**src/include/crc_map_pkg.sv**
```systemverilog
// constants, register map and types shared by the write crc mapper
package crc_map_pkg;

   // ==========================================================
   // burst geometry
   localparam int LANES          = 18;
   localparam int LANES_PER_HALF = 9;
   localparam int DATA_LANES     = 8;
   localparam int X4_LANES       = 4;
   localparam int BEATS          = 10;
   localparam int CHOP_BEATS     = 4;
   localparam int CRC_BEAT_A     = 8;
   localparam int CRC_BEAT_B     = 9;
   localparam int TREE_W         = 72;
   localparam int CRC_W          = 8;

   // ==========================================================
   // crc generator, x^8 + x^2 + x + 1, cleared start value
   localparam logic [7:0] CRC_POLY = 8'h07;
   localparam logic [7:0] CRC_INIT = 8'h00;

   // ==========================================================
   // register byte addresses
   localparam logic [7:0] REG_CONTROL  = 8'h00;
   localparam logic [7:0] REG_STATUS   = 8'h04;
   localparam logic [7:0] REG_CRC_CALC = 8'h08;
   localparam logic [7:0] REG_CRC_RECV = 8'h0c;
   localparam logic [7:0] REG_BURSTS   = 8'h10;

   // control field positions
   localparam int CTL_CRC_EN   = 0;
   localparam int CTL_WIDTH_LO = 1;
   localparam int CTL_WIDTH_HI = 2;
   localparam int CTL_CHOP     = 3;
   localparam int CTL_MASK_EN  = 4;
   localparam int CTL_INV_EN   = 5;
   localparam int CTL_W        = 6;
   localparam logic [5:0] CTL_RESET = 6'h02;

   // status field positions
   localparam int STS_CRC_ERR   = 0;
   localparam int STS_ORDER_ERR = 1;
   localparam int STS_BUSY      = 2;

   // ==========================================================
   // types
   typedef enum logic [1:0] {
      W_X4  = 2'b00,
      W_X8  = 2'b01,
      W_X16 = 2'b10
   } lane_width_e;

   typedef enum logic [1:0] {
      ST_IDLE    = 2'b00,
      ST_RECEIVE = 2'b01,
      ST_CHECK   = 2'b10
   } burst_state_e;

endpackage

```
**src/hdl/crc8_tree.sv**
```systemverilog
// combinational 8-bit crc over one 72-bit tree input group
`timescale 1ns/1ns
module crc8_tree
   import crc_map_pkg::*;
(
   input  wire logic [TREE_W-1:0] data_in,
   output logic      [CRC_W-1:0]  crc_out
);

   // ==========================================================
   // serial form, first bit shifted in is the top input bit
   always_comb begin
      logic [CRC_W-1:0] acc;
      logic             fb;
      acc = CRC_INIT;
      fb  = 1'b0;
      for (int i = TREE_W - 1; i >= 0; i--) begin
         fb  = acc[CRC_W-1] ^ data_in[i];
         acc = {acc[CRC_W-2:0], 1'b0} ^ (fb ? CRC_POLY : CRC_INIT);
      end
      crc_out = acc;
   end

endmodule // crc8_tree

```
**src/hdl/write_crc_frame_mapper.sv**
```systemverilog
// write burst capture, crc tree input mapping and crc check with avalon registers
`timescale 1ns/1ns
// Function
// - crc eight-beat writes need column bits zero
// - four-lane: crc bits in beats eight, nine
// - eight-lane: crc bit n, mask lane bits
// - sixteen-lane uses two identical crc trees
// - lower byte bits 0-71, upper 72-143
// - sixteen-lane lanes 8-15 carry upper crc
// - column bit two picks chopped half
// - four-lane chop: 16 inputs, rest ones
// - column bit two moves beats to 4-7
// - chopped beats 4-7 high, crc unchanged
// - eight-lane chop: 36 inputs, rest ones
// - bit two clear: inputs 64-67 mask lane
// - bit two set: inputs 68-71 mask lane
// - sixteen-lane chop follows eight-lane per half
// - upper inputs 136-139 take upper mask
// - upper inputs 140-143 take upper mask
// - tree uses x^8+x^2+x+1 polynomial
// - crc starts from all zero
module write_crc_frame_mapper
   import crc_map_pkg::*;
(
   input  wire logic        mclk_in,
   input  wire logic        rst_in,
   input  wire logic [7:0]  avs_address_in,
   input  wire logic        avs_read_in,
   input  wire logic        avs_write_in,
   input  wire logic [31:0] avs_writedata_in,
   output logic      [31:0] avs_readdata_out,
   output logic             avs_waitrequest_out,
   input  wire logic        link_strobe_in,
   input  wire logic        write_frame_in,
   input  wire logic [2:0]  column_bits_in,
   input  wire logic [15:0] data_lane_in,
   input  wire logic        lower_mask_inversion_lane_in,
   input  wire logic        upper_mask_inversion_lane_in,
   output logic             crc_error_out,
   output logic             burst_done_out
);

   // ==========================================================
   // state
   typedef struct packed {
      logic                         strobe_s1;
      logic                         strobe_s2;
      logic                         strobe_prev;
      logic                         frame_s1;
      logic                         frame_s2;
      logic                         frame_prev;
      logic [LANES-1:0]             lane_s1;
      logic [LANES-1:0]             lane_s2;
      logic [2:0]                   col_s1;
      logic [2:0]                   col_s2;
      burst_state_e                 state;
      logic [3:0]                   beat;
      logic [LANES-1:0][BEATS-1:0]  cap;
      logic [2:0]                   col;
      logic [CTL_W-1:0]             ctrl;
      logic                         crc_err;
      logic                         order_err;
      logic [15:0]                  crc_calc;
      logic [15:0]                  crc_recv;
      logic [15:0]                  bursts;
      logic                         ack;
      logic [31:0]                  rdata;
      logic                         done;
   } state_s;

   state_s s;
   state_s next_s;

   // ==========================================================
   // tree input mapping for one half (eight data lanes plus mask lane)
   function automatic logic [TREE_W-1:0] tree_input(
      input logic [LANES_PER_HALF-1:0][BEATS-1:0] lanes,
      input lane_width_e                         w,
      input logic                                chop,
      input logic                                col2,
      input logic                                mask_on
   );
      logic [TREE_W-1:0] t;
      logic              used;
      t    = '1;
      used = 1'b0;
      for (int lane = 0; lane < LANES_PER_HALF; lane++) begin
         // four-lane parts feed only lanes 0-3 and have no mask lane
         used = (lane < DATA_LANES) ? (w != W_X4 || lane < X4_LANES)
                                    : (mask_on && w != W_X4);
         for (int pos = 0; pos < DATA_LANES; pos++) begin
            if (used) begin
               if (!chop) begin
                  t[lane*DATA_LANES+pos] = lanes[lane][pos];
               end else if (col2 && pos >= CHOP_BEATS) begin
                  t[lane*DATA_LANES+pos] = lanes[lane][pos-CHOP_BEATS];
               end else if (!col2 && pos < CHOP_BEATS) begin
                  t[lane*DATA_LANES+pos] = lanes[lane][pos];
               end
            end
         end
      end
      return t;
   endfunction

   // ==========================================================
   // crc trees, one per half
   lane_width_e       width;
   logic              chop;
   logic              mask_on;
   logic [TREE_W-1:0] tree_lo;
   logic [TREE_W-1:0] tree_hi;
   logic [CRC_W-1:0]  calc_lo;
   logic [CRC_W-1:0]  calc_hi;
   logic [CRC_W-1:0]  recv_lo;
   logic [CRC_W-1:0]  recv_hi;
   logic              mismatch;

   assign width   = lane_width_e'(s.ctrl[CTL_WIDTH_HI:CTL_WIDTH_LO]);
   assign chop    = s.ctrl[CTL_CHOP];
   // both enables set is a controller fault; either one admits the lane
   assign mask_on = s.ctrl[CTL_MASK_EN] | s.ctrl[CTL_INV_EN];
   assign tree_lo = tree_input(s.cap[LANES_PER_HALF-1:0], width, chop, s.col[2], mask_on);
   assign tree_hi = tree_input(s.cap[LANES-1:LANES_PER_HALF], width, chop, s.col[2],
                               mask_on);

   crc8_tree u_tree_lo (
      .data_in (tree_lo),
      .crc_out (calc_lo)
   );

   crc8_tree u_tree_hi (
      .data_in (tree_hi),
      .crc_out (calc_hi)
   );

   // received crc taken from the extra beats
   always_comb begin
      recv_lo = '0;
      recv_hi = '0;
      for (int i = 0; i < CRC_W; i++) begin
         if (width == W_X4) begin
            recv_lo[i] = (i < X4_LANES) ? s.cap[i][CRC_BEAT_A]
                                        : s.cap[i-X4_LANES][CRC_BEAT_B];
         end else begin
            recv_lo[i] = s.cap[i][CRC_BEAT_A];
         end
         recv_hi[i] = s.cap[LANES_PER_HALF+i][CRC_BEAT_A];
      end
   end

   assign mismatch = (calc_lo != recv_lo) || (width == W_X16 && calc_hi != recv_hi);

   // ==========================================================
   // register bus and burst engine
   logic       req;
   logic       strobe_edge;
   logic       frame_rise;
   logic       order_bad;
   logic       clr_crc;
   logic       clr_order;
   logic       set_crc;
   logic       set_order;

   assign req         = avs_read_in | avs_write_in;
   assign strobe_edge = s.strobe_s2 ^ s.strobe_prev;
   assign frame_rise  = s.frame_s2 & ~s.frame_prev;
   assign order_bad   = s.ctrl[CTL_CRC_EN] & ~chop & (s.col_s2 != 3'h0);

   always_comb begin
      next_s = s;
      // pin synchronisers and edge history
      next_s.strobe_s1   = link_strobe_in;
      next_s.strobe_s2   = s.strobe_s1;
      next_s.strobe_prev = s.strobe_s2;
      next_s.frame_s1    = write_frame_in;
      next_s.frame_s2    = s.frame_s1;
      next_s.frame_prev  = s.frame_s2;
      next_s.lane_s1     = {upper_mask_inversion_lane_in, data_lane_in[15:8],
                            lower_mask_inversion_lane_in, data_lane_in[7:0]};
      next_s.lane_s2     = s.lane_s1;
      next_s.col_s1      = column_bits_in;
      next_s.col_s2      = s.col_s1;
      next_s.done        = 1'b0;
      set_crc            = 1'b0;
      set_order          = 1'b0;

      case (s.state)
         ST_IDLE: begin
            if (frame_rise && s.ctrl[CTL_CRC_EN]) begin
               if (order_bad) begin
                  set_order = 1'b1;
               end else begin
                  next_s.state = ST_RECEIVE;
                  next_s.beat  = '0;
                  next_s.col   = s.col_s2;
                  next_s.cap   = '1;
               end
            end
         end
         ST_RECEIVE: begin
            if (!s.frame_s2) begin
               next_s.state = ST_IDLE;
            end else if (strobe_edge) begin
               for (int l = 0; l < LANES; l++) begin
                  next_s.cap[l][s.beat] = s.lane_s2[l];
               end
               next_s.beat = s.beat + 4'h1;
               if (s.beat == 4'(BEATS - 1)) begin
                  next_s.state = ST_CHECK;
               end
            end
         end
         ST_CHECK: begin
            next_s.crc_calc = (width == W_X16) ? {calc_hi, calc_lo} : {8'h00, calc_lo};
            next_s.crc_recv = (width == W_X16) ? {recv_hi, recv_lo} : {8'h00, recv_lo};
            set_crc         = mismatch;
            next_s.bursts   = s.bursts + 16'h0001;
            next_s.done     = 1'b1;
            next_s.state    = ST_IDLE;
         end
         default: begin
            next_s.state = ST_IDLE;
         end
      endcase

      // avalon slave: one wait cycle, then the access completes
      next_s.ack = req & ~s.ack;
      clr_crc    = 1'b0;
      clr_order  = 1'b0;
      // writes land on the edge that sees waitrequest low; reads latch one edge earlier
      if (avs_write_in && s.ack) begin
         case (avs_address_in)
            REG_CONTROL: next_s.ctrl = avs_writedata_in[CTL_W-1:0];
            REG_STATUS: begin
               clr_crc   = avs_writedata_in[STS_CRC_ERR];
               clr_order = avs_writedata_in[STS_ORDER_ERR];
            end
            default: begin
            end
         endcase
      end else if (avs_read_in && !s.ack) begin
         case (avs_address_in)
            REG_CONTROL:  next_s.rdata = {26'h0, s.ctrl};
            REG_STATUS:   next_s.rdata = {29'h0, s.state != ST_IDLE, s.order_err, s.crc_err};
            REG_CRC_CALC: next_s.rdata = {16'h0, s.crc_calc};
            REG_CRC_RECV: next_s.rdata = {16'h0, s.crc_recv};
            REG_BURSTS:   next_s.rdata = {16'h0, s.bursts};
            default:      next_s.rdata = 32'h0;
         endcase
      end
      // a new event wins over a clear in the same cycle
      next_s.crc_err   = (s.crc_err & ~clr_crc) | set_crc;
      next_s.order_err = (s.order_err & ~clr_order) | set_order;
   end

   always_ff @(posedge mclk_in) begin
      if (rst_in) begin
         s       <= '0;
         s.cap   <= '1;
         s.ctrl  <= CTL_RESET;
         s.state <= ST_IDLE;
      end else begin
         s <= next_s;
      end
   end

   assign avs_waitrequest_out = req & ~s.ack;
   assign avs_readdata_out    = s.rdata;
   assign crc_error_out       = s.crc_err;
   assign burst_done_out      = s.done;
endmodule // write_crc_frame_mapper

```
**config.mk**
```make
export PLATFORM = sky130hd
export DESIGN_NAME = write_crc_frame_mapper
export DESIGN_NICKNAME = d
export VERILOG_FILES = /design/src/include/crc_map_pkg.sv /design/src/hdl/crc8_tree.sv /design/src/hdl/write_crc_frame_mapper.sv
export SDC_FILE = /design/constraint.sdc
export NUM_CORES = 1
export LEC_CHECK = 0
export ABC_AREA = 1
export BUFFER_PORTS_ARGS = -buffer_cell sky130_fd_sc_hd__buf_2
export CORE_MARGIN = 5
export CORE_UTILIZATION = 45
export CTS_BUF_LIST = sky130_fd_sc_hd__clkbuf_8
export CTS_CLUSTER_DIAMETER = 60
export CTS_CLUSTER_SIZE = 16
export DETAILED_ROUTE_END_ITERATION = 6
export SLEW_MARGIN = 30
export SYNTH_ARGS = -nofsm -noshare
export SYNTH_HDL_FRONTEND = slang
export SYNTH_SLANG_ARGS = --single-unit
```
**constraint.sdc**
```tcl
create_clock -name mclk_in -period 15.5 [get_ports mclk_in]
set_clock_uncertainty 0.1 [all_clocks]
set_input_delay 0.775 -clock mclk_in [delete_from_list [all_inputs] [get_ports mclk_in]]
set_output_delay 0.775 -clock mclk_in [all_outputs]
set_load 0.005 [all_outputs]
```
# --- After elaboration in Yosys (flattened, before gate mapping) ---
# Cells that the tools add are included.
op_classes:
  shift: 0
  eq_ne: 16
  muxes: 556
  order_cmp: 2
  n_mul: 0
  n_addsub: 2
  reduce_logical: 20
  bitwise: 302
  div_mod_pow: 0
ops:
  columns: ["operator", "n"]
  rows:
  - ["bitwise XOR 8 bit", 140]
  - ["two-way mux 3 bit", 144]
  - ["two-way mux 1 bit", 382]
  - ["two-way mux 189 bit", 2]
  - ["case mux 184 bit (2 select lines)", 1]
  - ["two-way mux 186 bit", 1]
  - ["two-way mux 184 bit", 1]
  - ["bitwise mux 10 bit", 18]
  - ["bitwise XOR 1 bit", 141]
  - ["case mux 16 bit (5 select lines)", 1]
  - ["two-way mux 16 bit", 2]
  - ["adder 16 x 1 -> 16 bit, second input constant", 1]
  - ["equality test 8 x 4 -> 1 bit, second input constant", 2]
  - ["!= test 8 bit", 2]
  - ["bitwise XOR 8 x 3 -> 8 bit", 2]
  - ["equality test 8 x 3 -> 1 bit, second input constant", 1]
  - ["equality test 8 x 5 -> 1 bit, second input constant", 1]
  - ["logical NOT 8 bit", 1]
  - ["!= test 2 bit, second input constant", 4]
  - ["NOT 1 bit", 7]
  - ["bitwise AND 1 bit", 6]
  - ["logical AND 1 bit", 6]
  - ["!= test 3 bit, second input constant", 2]
  - ["nonzero test 2 bit", 3]
  - ["19 further kinds", 27]
word_totals:
  output_inout_bits: 35
  ramBits: 0
  latch_bits: 0
  memories: 0
  mem_bits_ro: 0
  regBits: 327
  input_bits: 67
  word_cells: 938

# --- Logic depth before layout (Yosys ltp) ---
# Gate-level depths: netlist of run 1.
depth:
  word_depth: 221
  ltp_mapped: 66
  depth_no_buf: 64

# --- By module ---
# From an unflattened synthesis of run 1, not the netlist that was laid out.
hier_totals:
  cells_unflattened: 3673
  area_unflattened_um2: 22116.2
modules_own_cells:
  columns: ["mod", "cells_per_inst", "area_each_um2", "seq_area_each_um2", "n_inst"]
  rows:
  - ["write_crc_frame_mapper", 2061, 14096.0, 5865.6, 1]
  - ["crc8_tree", 806, 4010.1, 0.0, 2]

# --- Least setup slack after synthesis of run 1 ---
# Ideal clock, no wire load.
synth_timing:
  path_kind: "flip-flop to flip-flop"
  from: "register s[92] in the netlist's numbering"
  to: "register s (netlist bit crc_error_out)"
  synth_period_minus_slack_ps: 4961
  path_stages_with_launch: 61
  t_required_ps: 15288
  setup_time_ps: 112
  slack_ps: 10539
  path_buffers: 2
  arrival_time_ps: 4748
  path_cell_list: "dfxtp_1 buf_4 buf_2 a21oi_1 nand2_1 nand2_1 nand2_1 nand2_1 nand3_1 nand2_2 nand2_1 nand3_1 nand2_1 nand2_1 nand2_1 nand2_2 nand2_2 nand2_2 [... 25 more ...] nand2_2 nand2_2 nand2_2 inv_1 nand2_2 nand2_2 inv_1 nand2_2 nand2_1 nand2_1 nand2_1 nand2_1 nor2_1 nand2_1 nand2_1 nand2_1 nand2_1 nand2_1"
synth_via:
  elab_chain_len: 103
  word_cells_on_any_way: 802
  classes_between: "eq/ne (2); mux (513); bitwise (285); reduce/logical (2)"
synth_rtl:
  columns: ["element", "line_no", "rtl"]
  rows:
  - ["from (decl)", "write_crc_frame_mapper.sv:71", "state_s s;"]
  - ["from (signal assigned)", "write_crc_frame_mapper.sv:264", "s <= next_s;"]
  - ["two-way mux 1 bit", "write_crc_frame_mapper.sv:95", "end else if (col2 && pos >= CHOP_BEATS) begin"]
  - ["two-way mux 1 bit", "write_crc_frame_mapper.sv:93", "if (!chop) begin"]
  - ["two-way mux 1 bit", "write_crc_frame_mapper.sv:92", "if (used) begin"]
  - ["bitwise XOR 1 bit", "crc8_tree.sv:18", "fb = acc[CRC_W-1] ^ data_in[i];"]
  - ["two-way mux 3 bit", "crc8_tree.sv:19", "acc = {acc[CRC_W-2:0], 1'b0} ^ (fb ? CRC_POLY : CRC_INIT);"]
  - ["bitwise XOR 8 bit (6 in a row)", "crc8_tree.sv:19", null]
  - ["bitwise XOR 1 bit or bitwise XOR 8 bit (tied branches)", "crc8_tree.sv:18, crc8_tree.sv:19", null]
  - ["two-way mux 3 bit, or another cell as far along", "crc8_tree.sv:19", null]
  - ["[... 82 more ...]", null, null]
  - ["bitwise XOR 1 bit, or another cell as far along", "crc8_tree.sv:18", null]
  - ["two-way mux 3 bit or bitwise XOR 8 bit (tied branches)", "crc8_tree.sv:19", null]
  - ["bitwise XOR 8 x 3 -> 8 bit", "crc8_tree.sv:19", null]
  - ["!= test 8 bit", "write_crc_frame_mapper.sv:152", "assign mismatch = (calc_lo != recv_lo) || (width == W_X16 && calc_hi != recv_hi);"]
  - ["logical AND 1 bit", "write_crc_frame_mapper.sv:152", null]
  - ["logical OR 1 bit *", "write_crc_frame_mapper.sv:152", null]
  - ["two-way mux 1 bit *", "write_crc_frame_mapper.sv:188", "case (s.state)"]
  - ["bitwise OR 1 bit *", "write_crc_frame_mapper.sv:253", "next_s.crc_err = (s.crc_err & ~clr_crc) | set_crc;"]
# Every way passes the cells marked *; elsewhere a longest branch is shown, timed or not.
# A chain may end at the register's enable or synchronous reset.

# --- Worst setup path in the final report of run 1 ---
# Ends and elaborated chain as after synthesis.

==> results of run 1 <==
flip-flops by register name, summed over array words and instances (netlist names):
name / count
s: 237
next_s: 25
avs_readdata_out: 16
recv_hi: 8
recv_lo: 4
burst_done_out: 1
chop: 1
crc_error_out: 1
metal layers:
layer	global-route usage, %	routed length, um	share of wire (%)
met1	35.2	30400	46
met2	42.6	30000	45
met5	0	0	0
met4	7.47	1920	2.9
met3	2.27	4080	6.2
final cells by class:
type	count	area (sq um)	share of cell area, %
clock buffers	29	399	1.85
flip-flops and latches	293	5870	27.2
clock inverters	15	126	0.586
multi-input cells	2656	12400	57.7
inverters	396	1490	6.91
repair buffers	82	478	2.22
well taps	600	751	3.48
cell families after synthesis:
kind of cell    Yosys count  share of synthesized area, %
compound gates          502                          13.1
xor+xnor                 38                          1.90
fa+ha+maj                 5                         0.304
buf+inv                 564                          11.3
flops                   293                          28.5
other cells               1                        0.0182
simple gates           2095                          44.8
synth_stat cells (all sizes together):
cell type  instances
nor4               4
nor3b              1
nand3b            36
a22oi              8
nand2           1309
a211oi             1
o211ai            10
xnor2             12
ha                 5
clkinv             4
buf               66
a21oi            126
inv              392
o32ai              8
nor2             184
a21o               3
nor3              41
dfxtp            293
or2                2
o22ai             46
nand3            510
xnor3              2
conb               1
a31oi              6
xor2              24
o21ai            288
o21a               1
a221oi             2
clkbuf           102
a32oi              3
nand4              8
critical path, delay by kind of cell (launching register included):
family	cells	cell delay, ns
buf+inv	8	1.71
flops	1	0.99
simple gates	52	4.96
final timing paths:
kind / end / slack (ns) / depth (start not counted)
max reg2reg: crc_error_out / 7.51 / 60
min reg2reg: s[293] / 0.31 / 2
min: next_s[289] / 0.24 / 3
max: crc_error_out / 7.51 / 60
report_power, final:
part           internal [mW]  switching [mW]  leakage, nW
clock                  0.183           0.294        0.270
sequential             0.759         0.00203         2.38
combinational          0.329           0.675         8.26
placed cells by master, fill, tap and decap left out, types with 6 or more instances in the layout:
cell,Yosys,final
nand2_2,119,119
nand3_1,488,488
clkinv_1,4,6
nand2_4,6,7
o22ai_1,46,46
dfxtp_1,293,292
clkbuf_8,0,29
nand3b_1,36,36
a21oi_1,125,125
o32ai_1,8,8
nor3_1,41,41
buf_4,40,22
o21ai_1,9,9
a22oi_1,8,8
nand2_1,1184,1183
o211ai_1,10,10
xor2_1,21,21
inv_2,26,28
xnor2_1,11,11
buf_2,8,58
a31oi_1,6,6
nand4_1,8,8
nand3_2,22,22
nor2_1,180,180
inv_1,366,362
conb_1,1,16
o21ai_0,277,275
==> impl_metrics.toml, run 1 <==
[worst_setup_path]
rr_startpoint = "s[92]"
path_common_cell = "nand2_1"
cp_slowest_cell = "dfxtp_1"
cp-end-kind = "register"
cp_data_arrival_time_ns = 8.40
cp_max_fo = 33
cp.required_ns = 15.90
crit_path_start_kind = "register"
path_class = "reg -> reg"
setup.worst_path.start = "s[92]"
max_stage_delay_ns = 0.99

[global_route]
grt_overflow_total = 0
antenna_found_initial = 0
grt_pass1_wl_um = 106000
grt_max_degree = 144
grt_use_total_pct = 25.5
grt_pass1_vias = 20300

[synth]
ys_seq_area_share_pct = 28.5
synth_area_leaders = "dfxtp_1 (29%), nand2_1 (22%), nand3_1 (12%)"
ys_types = 47
yosysTopAreaCellShare_pct = 28.5
ys_ff_latch = 293
syn_area_sq_mm = 0.0206
yosys_warnings = 0
syn_avg_cell_area_sq_um = 5.88
yosysTopAreaCell = "dfxtp_1"
syn_inst = 3498

[timing]
fin_hold_ws_ns = 0.240
rsz0062_at_grt = "no"
setup_viol = 0
timing.final.crit_period_ns = 7.99
drv_slew = 0
worst_slack_ns = 7.51
fin_crit_sh_pct = 51.6
hold_viol = 0
setup_tns_ns = 0
slew_headroom_pct = 29.9
clock.fmax_mhz = 125
tightest_slew_ns = 1.05

[routing]
vias = 22000
drc_errors = 0
drtPass1Iterations = 6
ant_nets = 0
first_iter_violations = 1836
drt-wirelength-per-cell_um = 16.3
drt-vias-per-instance = 5.39
drt_wl_total_um = 66400

[placed_design]
dp_slack_ns = 7.70
portBuffers = 59
hpwlAfterDp_um = 46300
gp_congestion = 0.919
place_inst = 4027
dpl-instance-area_sq_mm = 0.0210

[finish]
finalNetCount = 3528
n_antenna_cell = 0
fill_cells = 4846
stdcell_area_sq_mm = 0.0216
drive_above_1_share_pct = 9.22
area_growth_pct = 4.88
finalNonFillerCells = 4071
utilization_pct = 47.6

[floorplan]
num_rows = 78
die_y_um = 224
fp.dieW_um = 224
dieArea_sq_mm = 0.0500
initial_core_util_pct = 45.4
ios = 102
core-area_sq_mm = 0.0453

[hold_path]
worstHoldStart = "data_lane_in[4]"
hold_class = "in -> reg"

[pwr]
p_leak_nw = 10.9
p_per_area_mw_per_mm2 = 104
p_total_mw = 2.24
ir_drop_mv = 0.0826

[run]
drv_cap = 0

[clock_network]
cts_resized = 0
cts_hold_buf = 0
cts_buffer_depth = 3
clk-insertion-delay-late_ns = 0.64
clockRootBuffer = "clkbuf_8"
cts_setup_buffers = 0
cts_buffers = 27
clkTransAtPathRegs_ns = 0.10
clock_sinks = 293
cts_htree_levels = 1
cts_tree = "built"

[outcome]
outcome = "finished, final reports clean"
Note: power is estimated with default switching activity, not from simulation.
==> run 2, diff against run 1 <==
Settings changed: ABC_AREA 1 to 0.
Clock period 15.5 ns to 6.5 ns, I/O delays scaled along.
==> run 2 against run 1 <==
Effect of this change:
- the run now ends with design-rule violations left
- sequential power rose by 140%
- register-to-register slack worse by 7.2 ns
- global-route usage decreased by 3.3 points
- core utilization grew 1.6 points
- sequential cell count did not move
- wire length shrank 20%
- via count shrank 32%
- critical endpoint unchanged
==> impl_metrics.toml, run 2 <==
[placed_design]
gp_congestion = 0.918
portBuffers = 59
place_inst = 2576
hpwlAfterDp_um = 36300

[finish]
final_common_cell = "dfxtp_1"
area_growth_pct = 8.69
utilization_pct = 49.2
largest_reg_flops = 237
mostFrequentLayoutCells = "dfxtp_1 (289), xnor2_1 (206), o21ai_0 (196)"
finalNetCount = 2170
finalNonFillerCells = 2655
regMostFlops = "s"
drive_above_1_share_pct = 11.8

[synth]
yosysTopAreaCellShare_pct = 31.0
yosysTopAreaCell = "dfxtp_1"
ys_types = 77
synth_edf_count = 0
synth_area_leaders = "dfxtp_1 (31%), xnor2_1 (9.6%), xnor3_1 (7.0%)"
ys_seq_area_share_pct = 31.0
yosys_warnings = 0
synth_top_flop_cell = "dfxtp_1"
syn_inst = 2091
syn_avg_cell_area_sq_um = 9.04
syn_area_sq_mm = 0.0189
async_reset_ff_share_pct = 0
yosysMostFrequentCell = "dfxtp_1"
synth.top_cells.by_count = "dfxtp_1 (293), xnor2_1 (208), o21ai_0 (198)"
ys_ff_latch = 293

[worst_setup_path]
path_class = "reg -> reg"
crit_path_start_kind = "register"
cp_max_fo = 6
cp.required_ns = 6.92
cp_data_arrival_time_ns = 6.64
cp-end-kind = "register"

[floorplan]
die_y_um = 215
num_rows = 75
core-area_sq_mm = 0.0418
ios = 102
fp.dieW_um = 215
dieArea_sq_mm = 0.0462
initial_core_util_pct = 45.3

[timing]
timing.final.crit_period_ns = 6.22
clock.fmax_mhz = 161
tightest_slew_ns = 1.03
slew_headroom_pct = 31.3
setup_viol = 0
fin_crit_sh_pct = 95.7
fin_hold_ws_ns = 0.0416
setup_tns_ns = 0
hold_viol = 0
drv_slew = 0

[routing]
first_iter_violations = 1113
vias = 15000
drt_wl_total_um = 53400
drt-vias-per-instance = 5.64
ant_nets = 0
drtPass1Iterations = 7
drc_errors = 2
drt-wirelength-per-cell_um = 20.1

[clock_network]
cts_buffer_depth = 3
clockRootBuffer = "clkbuf_8"
cts_buffers = 28
cts_setup_buffers = 0
cts_htree_levels = 1
clock_sinks = 293
clk-insertion-delay-late_ns = 0.65
cts_tree = "built"
clkTransAtPathRegs_ns = 0.09

[run]
drv_cap = 0

[pwr]
sw_frac_of_total_pct = 24.6
p_leak_nw = 7.79
ir_drop_mv = 0.177
pwr-share-clk_pct = 39.5
p_total_mw = 3.23
p_seq_share_pct = 56.2
intPower_mw = 2.44
p_per_area_mw_per_mm2 = 157
pwr-share-comb_pct = 4.3
p_sw_mw = 0.793

[global_route]
antenna_found_initial = 0
grt_use_total_pct = 22.2
grt_pass1_vias = 14400
grt_overflow_total = 0
grt_max_degree = 114
grt_pass1_wl_um = 83200

[outcome]
outcome = "complete, but fails checks"
violations = "design-rule violations"

[hold_path]
hold_class = "in -> reg"
==> run 2: layout make-up <==
class | count | area [sq um]
inverter | 10 | 37.5
timing repair buffer | 148 | 1070
clock inverter | 15 | 188
tap | 539 | 674
antenna | 1 | 2.50
multi-input combinational | 1617 | 12300
clock buffer | 32 | 440
fill | 3959 | 21200
sequential | 293 | 5870
==> run 2: cells by family (layout without fill, tap and decap cells) <==
logic type / Yosys count / after routing / synth area share [%]
AND/OR/NAND/NOR: 584 / 584 / 16.1
AO/OA/AOI/OAI: 554 / 554 / 18.8
XOR/XNOR: 413 / 413 / 26.2
flip-flops: 293 / 293 / 31.0
buffers and inverters: 196 / 205 / 5.16
multiplexers: 45 / 45 / 2.42
adder cells (fa/ha/maj): 5 / 5 / 0.331
other: 1 / 17 / 0.0198
==> run 2: what timing repair did <==
item                                   in CTS  in global routing
endpoints found under the hold margin      31                  0
hold buffers                               31                  0
setup endpoints to repair                   0                  1
gates resized for setup                     0                 13
==> run 2: critical path, stage by stage (launching register included) <==
cell       delay (ns)
dfxtp_1          0.58
xnor2_4          0.20
mux2_2           0.42
a21oi_2          0.21
xor2_2           0.33
xnor3_2          0.46
xnor2_1          0.25
xnor3_1          0.31
xnor3_2          0.46
xnor3_2          0.49
xnor3_1          0.47
xnor3_1          0.29
xnor3_2          0.46
xnor2_1          0.29
xnor2_1          0.21
xor2_1           0.12
a2111oi_2        0.22
buf_4            0.20
o21ai_1          0.07
==> run 2: final timing paths <==
path                    start            end  slack, ns  cells after the start
hold reg to reg   next_s[297]         s[297]       0.34                      1
hold / removal         rst_in          s[37]       0.04                      2
setup / recovery       s[266]  crc_error_out       0.28                     18
setup reg to reg       s[266]  crc_error_out       0.28                     18
==> run 2: stage by stage <==
step           instance area, sq um  setup WS [ns]
2_1_floorplan                 19000          0.980
3_3_place_gp                  19500          0.258
3_5_place_dp                  19500          0.189
4_1_cts                       20500          0.149
5_1_grt                       20500       -0.00730
6_report                      20600          0.276
==> run 2: power groups by stage <==
stage | Sequential [mW] | Combinational [mW] | Clock [mW]
floorplan | 1.85 | 0.0994 | 0
global placement | 1.86 | 0.122 | 0
detailed placement | 1.86 | 0.123 | 0
CTS | 1.81 | 0.138 | 1.31
global route | 1.82 | 0.152 | 1.37
finish | 1.81 | 0.139 | 1.28
==> run 2: routing by layer <==
metal	vias up	part of all wire, %	global-route usage, %
li1	7226	-	-
met1	7242	46	31.2
met2	407	47	36.8
met3	86	5.2	2.42
met4	0	2.5	5.29
met5	-	0	0
==> run 3, diff against run 2 <==
--- a/config.mk
+++ b/config.mk
@@ -14,4 +14,5 @@
 export CTS_CLUSTER_SIZE = 16
 export DETAILED_ROUTE_END_ITERATION = 6
+export RECOVER_POWER = 50
 export SLEW_MARGIN = 30
 export SYNTH_ARGS = -nofsm -noshare
==> constraint.sdc (replaced) <==
create_clock -name mclk_in -period 6.5 [get_ports mclk_in]
set_clock_uncertainty 0.1 [all_clocks]
set_input_delay 1.95 -clock mclk_in [delete_from_list [all_inputs] [get_ports mclk_in]]
set_output_delay 1.95 -clock mclk_in [all_outputs]
set_load 0.005 [all_outputs]
==> run 3 against run 2 <==
Effect of this change:
- the flow finishes with violations (design-rule violations, max-capacitance violations, max-slew violations)
- sequential share of layout area increased by 0.37 points
- sequential cell count unchanged
- sequential power barely moved
- via count shrank 0.86%
- worst hold slack improved by 0.30 ns
- non-clock buffer count down 30
- cell count shrank 0.94%
- largest power group unchanged
- critical path type unchanged
==> impl_metrics.toml, run 3 (synthesis gave the netlist of run 2 again) <==
[outcome]
outcome = "complete, but fails checks"
violations = "design-rule violations, max-capacitance violations, max-slew violations"

[global_route]
grt_pass1_vias = 14400
antenna_found_initial = 0
grt_max_degree = 147
grt_use_total_pct = 22.1
grt_overflow_total = 0
grt_pass1_wl_um = 83000

[placed_design]
gp_congestion = 0.895
portBuffers = 59
dp_slack_ns = 0.0902
hpwlAfterDp_um = 36200

[worst_setup_path]
cp.required_ns = 6.94
crit_path_start_kind = "register"
r2r_slack_ns = 0.32
path_class = "reg -> reg"
max_stage_delay_ns = 0.57
cp_slowest_cell = "xor3_1"
worstPathCellList = "and2_1 -> a21oi_1 -> a221oi_1 -> xor2_1 -> xnor3_1 -> xnor2_1 -> xnor3_1 -> xnor3_1 -> xor2_1 -> xor3_1 -> xor3_1 -> xnor2_2 -> xor3_1 -> xor2_1 -> nand4_1 -> o41ai_1 -> o21ai_1"
cp-end-kind = "register"
cp_data_arrival_time_ns = 6.62
cp_max_fo = 18
reg2regPathDepth = 17

[routing]
drt_wl_total_um = 53100
drc_errors = 3
drt-wirelength-per-cell_um = 20.2
first_iter_violations = 1005
drt-vias-per-instance = 5.64
drtPass1Iterations = 7
ant_nets = 0
vias = 14800

[finish]
drive_above_1_share_pct = 11.7
n_antenna_cell = 0
finalNetCount = 2142
largest_reg_flops = 237
mostFrequentLayoutCells = "dfxtp_1 (289), xnor2_1 (205), o21ai_0 (198)"
fill_cells = 4012
area_growth_pct = 7.33
final_common_cell = "dfxtp_1"
regMostFlops = "s"

[run]
drv_cap = 6

[timing]
timing.final.crit_period_ns = 6.18
setup_viol = 0
rsz0062_at_grt = "no"
hold_viol = 0
setup_tns_ns = 0
clock.fmax_mhz = 162
fin_crit_sh_pct = 95.1
tightest_slew_ns = 2.63
worst_slack_ns = 0.318
drv_slew = 286
slew_headroom_pct = -75.4

[clock_network]
cts_buffer_depth = 3
clockRootBuffer = "clkbuf_8"
clock_sinks = 293
cts_buffers = 30
clk-insertion-delay-late_ns = 0.66
cts_htree_levels = 1
clkTransAtPathRegs_ns = 0.10
cts_tree = "built"

[floorplan]
num_rows = 75
fp.dieW_um = 215
dieArea_sq_mm = 0.0462
core-area_sq_mm = 0.0418
ios = 102
initial_core_util_pct = 45.3
die_y_um = 215

[pwr]
p_leak_nw = 7.70
ir_drop_mv = 0.167
p_per_area_mw_per_mm2 = 165

[hold_path]
hold_class = "reg -> reg"
worstHoldPathCells = 1
-- run 3: cell count changes in the layout (fill, tap and decap cells not counted), sizes merged --
cell / previous run / this run
dlygate4sd3: 31 / 0
clkbuf: 32 / 42
buf: 117 / 108
inv: 15 / 19
bufinv: 2 / 4
clkinv: 6 / 8
clkinvlp: 2 / 0
diode: 1 / 0
-- run 3: routing by layer --
layer | wire, um | global-route usage (%)
met1 | 24300 | 31.3
met3 | 2610 | 2.50
met5 | 0 | 0
met2 | 24700 | 36.3
met4 | 1420 | 5.78
-- run 3: path summary, 6_finish.rpt --
path / endpoint / from
min: s[289] / next_s[289]
max: crc_error_out / chop
max reg2reg: crc_error_out / chop
min reg2reg: s[289] / next_s[289]
-- run 3: what timing repair did --
| action | in CTS | in global routing |
|---|---|---|
| hold buffers | 0 | 0 |
| gates resized for setup | 0 | 15 |
| endpoints found under the setup margin | 0 | 1 |
| setup buffers | 0 | 0 |
| hold endpoints to repair | 0 | 0 |
-- run 3: layout make-up --
type                    count  area [sq um]  area share, %
clock buffers              32           440           2.17
inverters                  10          37.5          0.185
well taps                 539           674           3.32
multi-input cells        1617         12300           60.4
repair buffers            118           734           3.62
clock inverters            21           282           1.39
flip-flops and latches    293          5880           29.0
-- run 3: critical path: cells and delay by family, from the launching register on --
kind,cells,cell delay [ns]
XOR/XNOR,11,3.71
flip-flops,1,0.51
AO/OA/AOI/OAI,4,1.13
AND/OR/NAND/NOR,2,0.61
-- run 3: report_power, final --
group | leakage (nW) | switching, mW | internal (mW)
logic | 4.96 | 0.0636 | 0.0606
clock network | 0.371 | 0.752 | 0.652
registers | 2.38 | 0.00622 | 1.81
total | 7.70 | 0.821 | 2.52
-- run 3: through the flow --
stage                     hold slack, ns  cell area (sq um)  cells  utilization [%]  power [mW]
final                              0.338              20300   2630             48.6        3.34
after global routing               0.361              20300   2630             48.6        3.45
after CTS                          0.338              20300   2630             48.6        3.38
after detailed placement           0.320              19600   2577             46.8        1.98
after global placement             0.316              19500   2577             46.8        1.98
after floorplan                    0.314              19000   2106                -        1.95
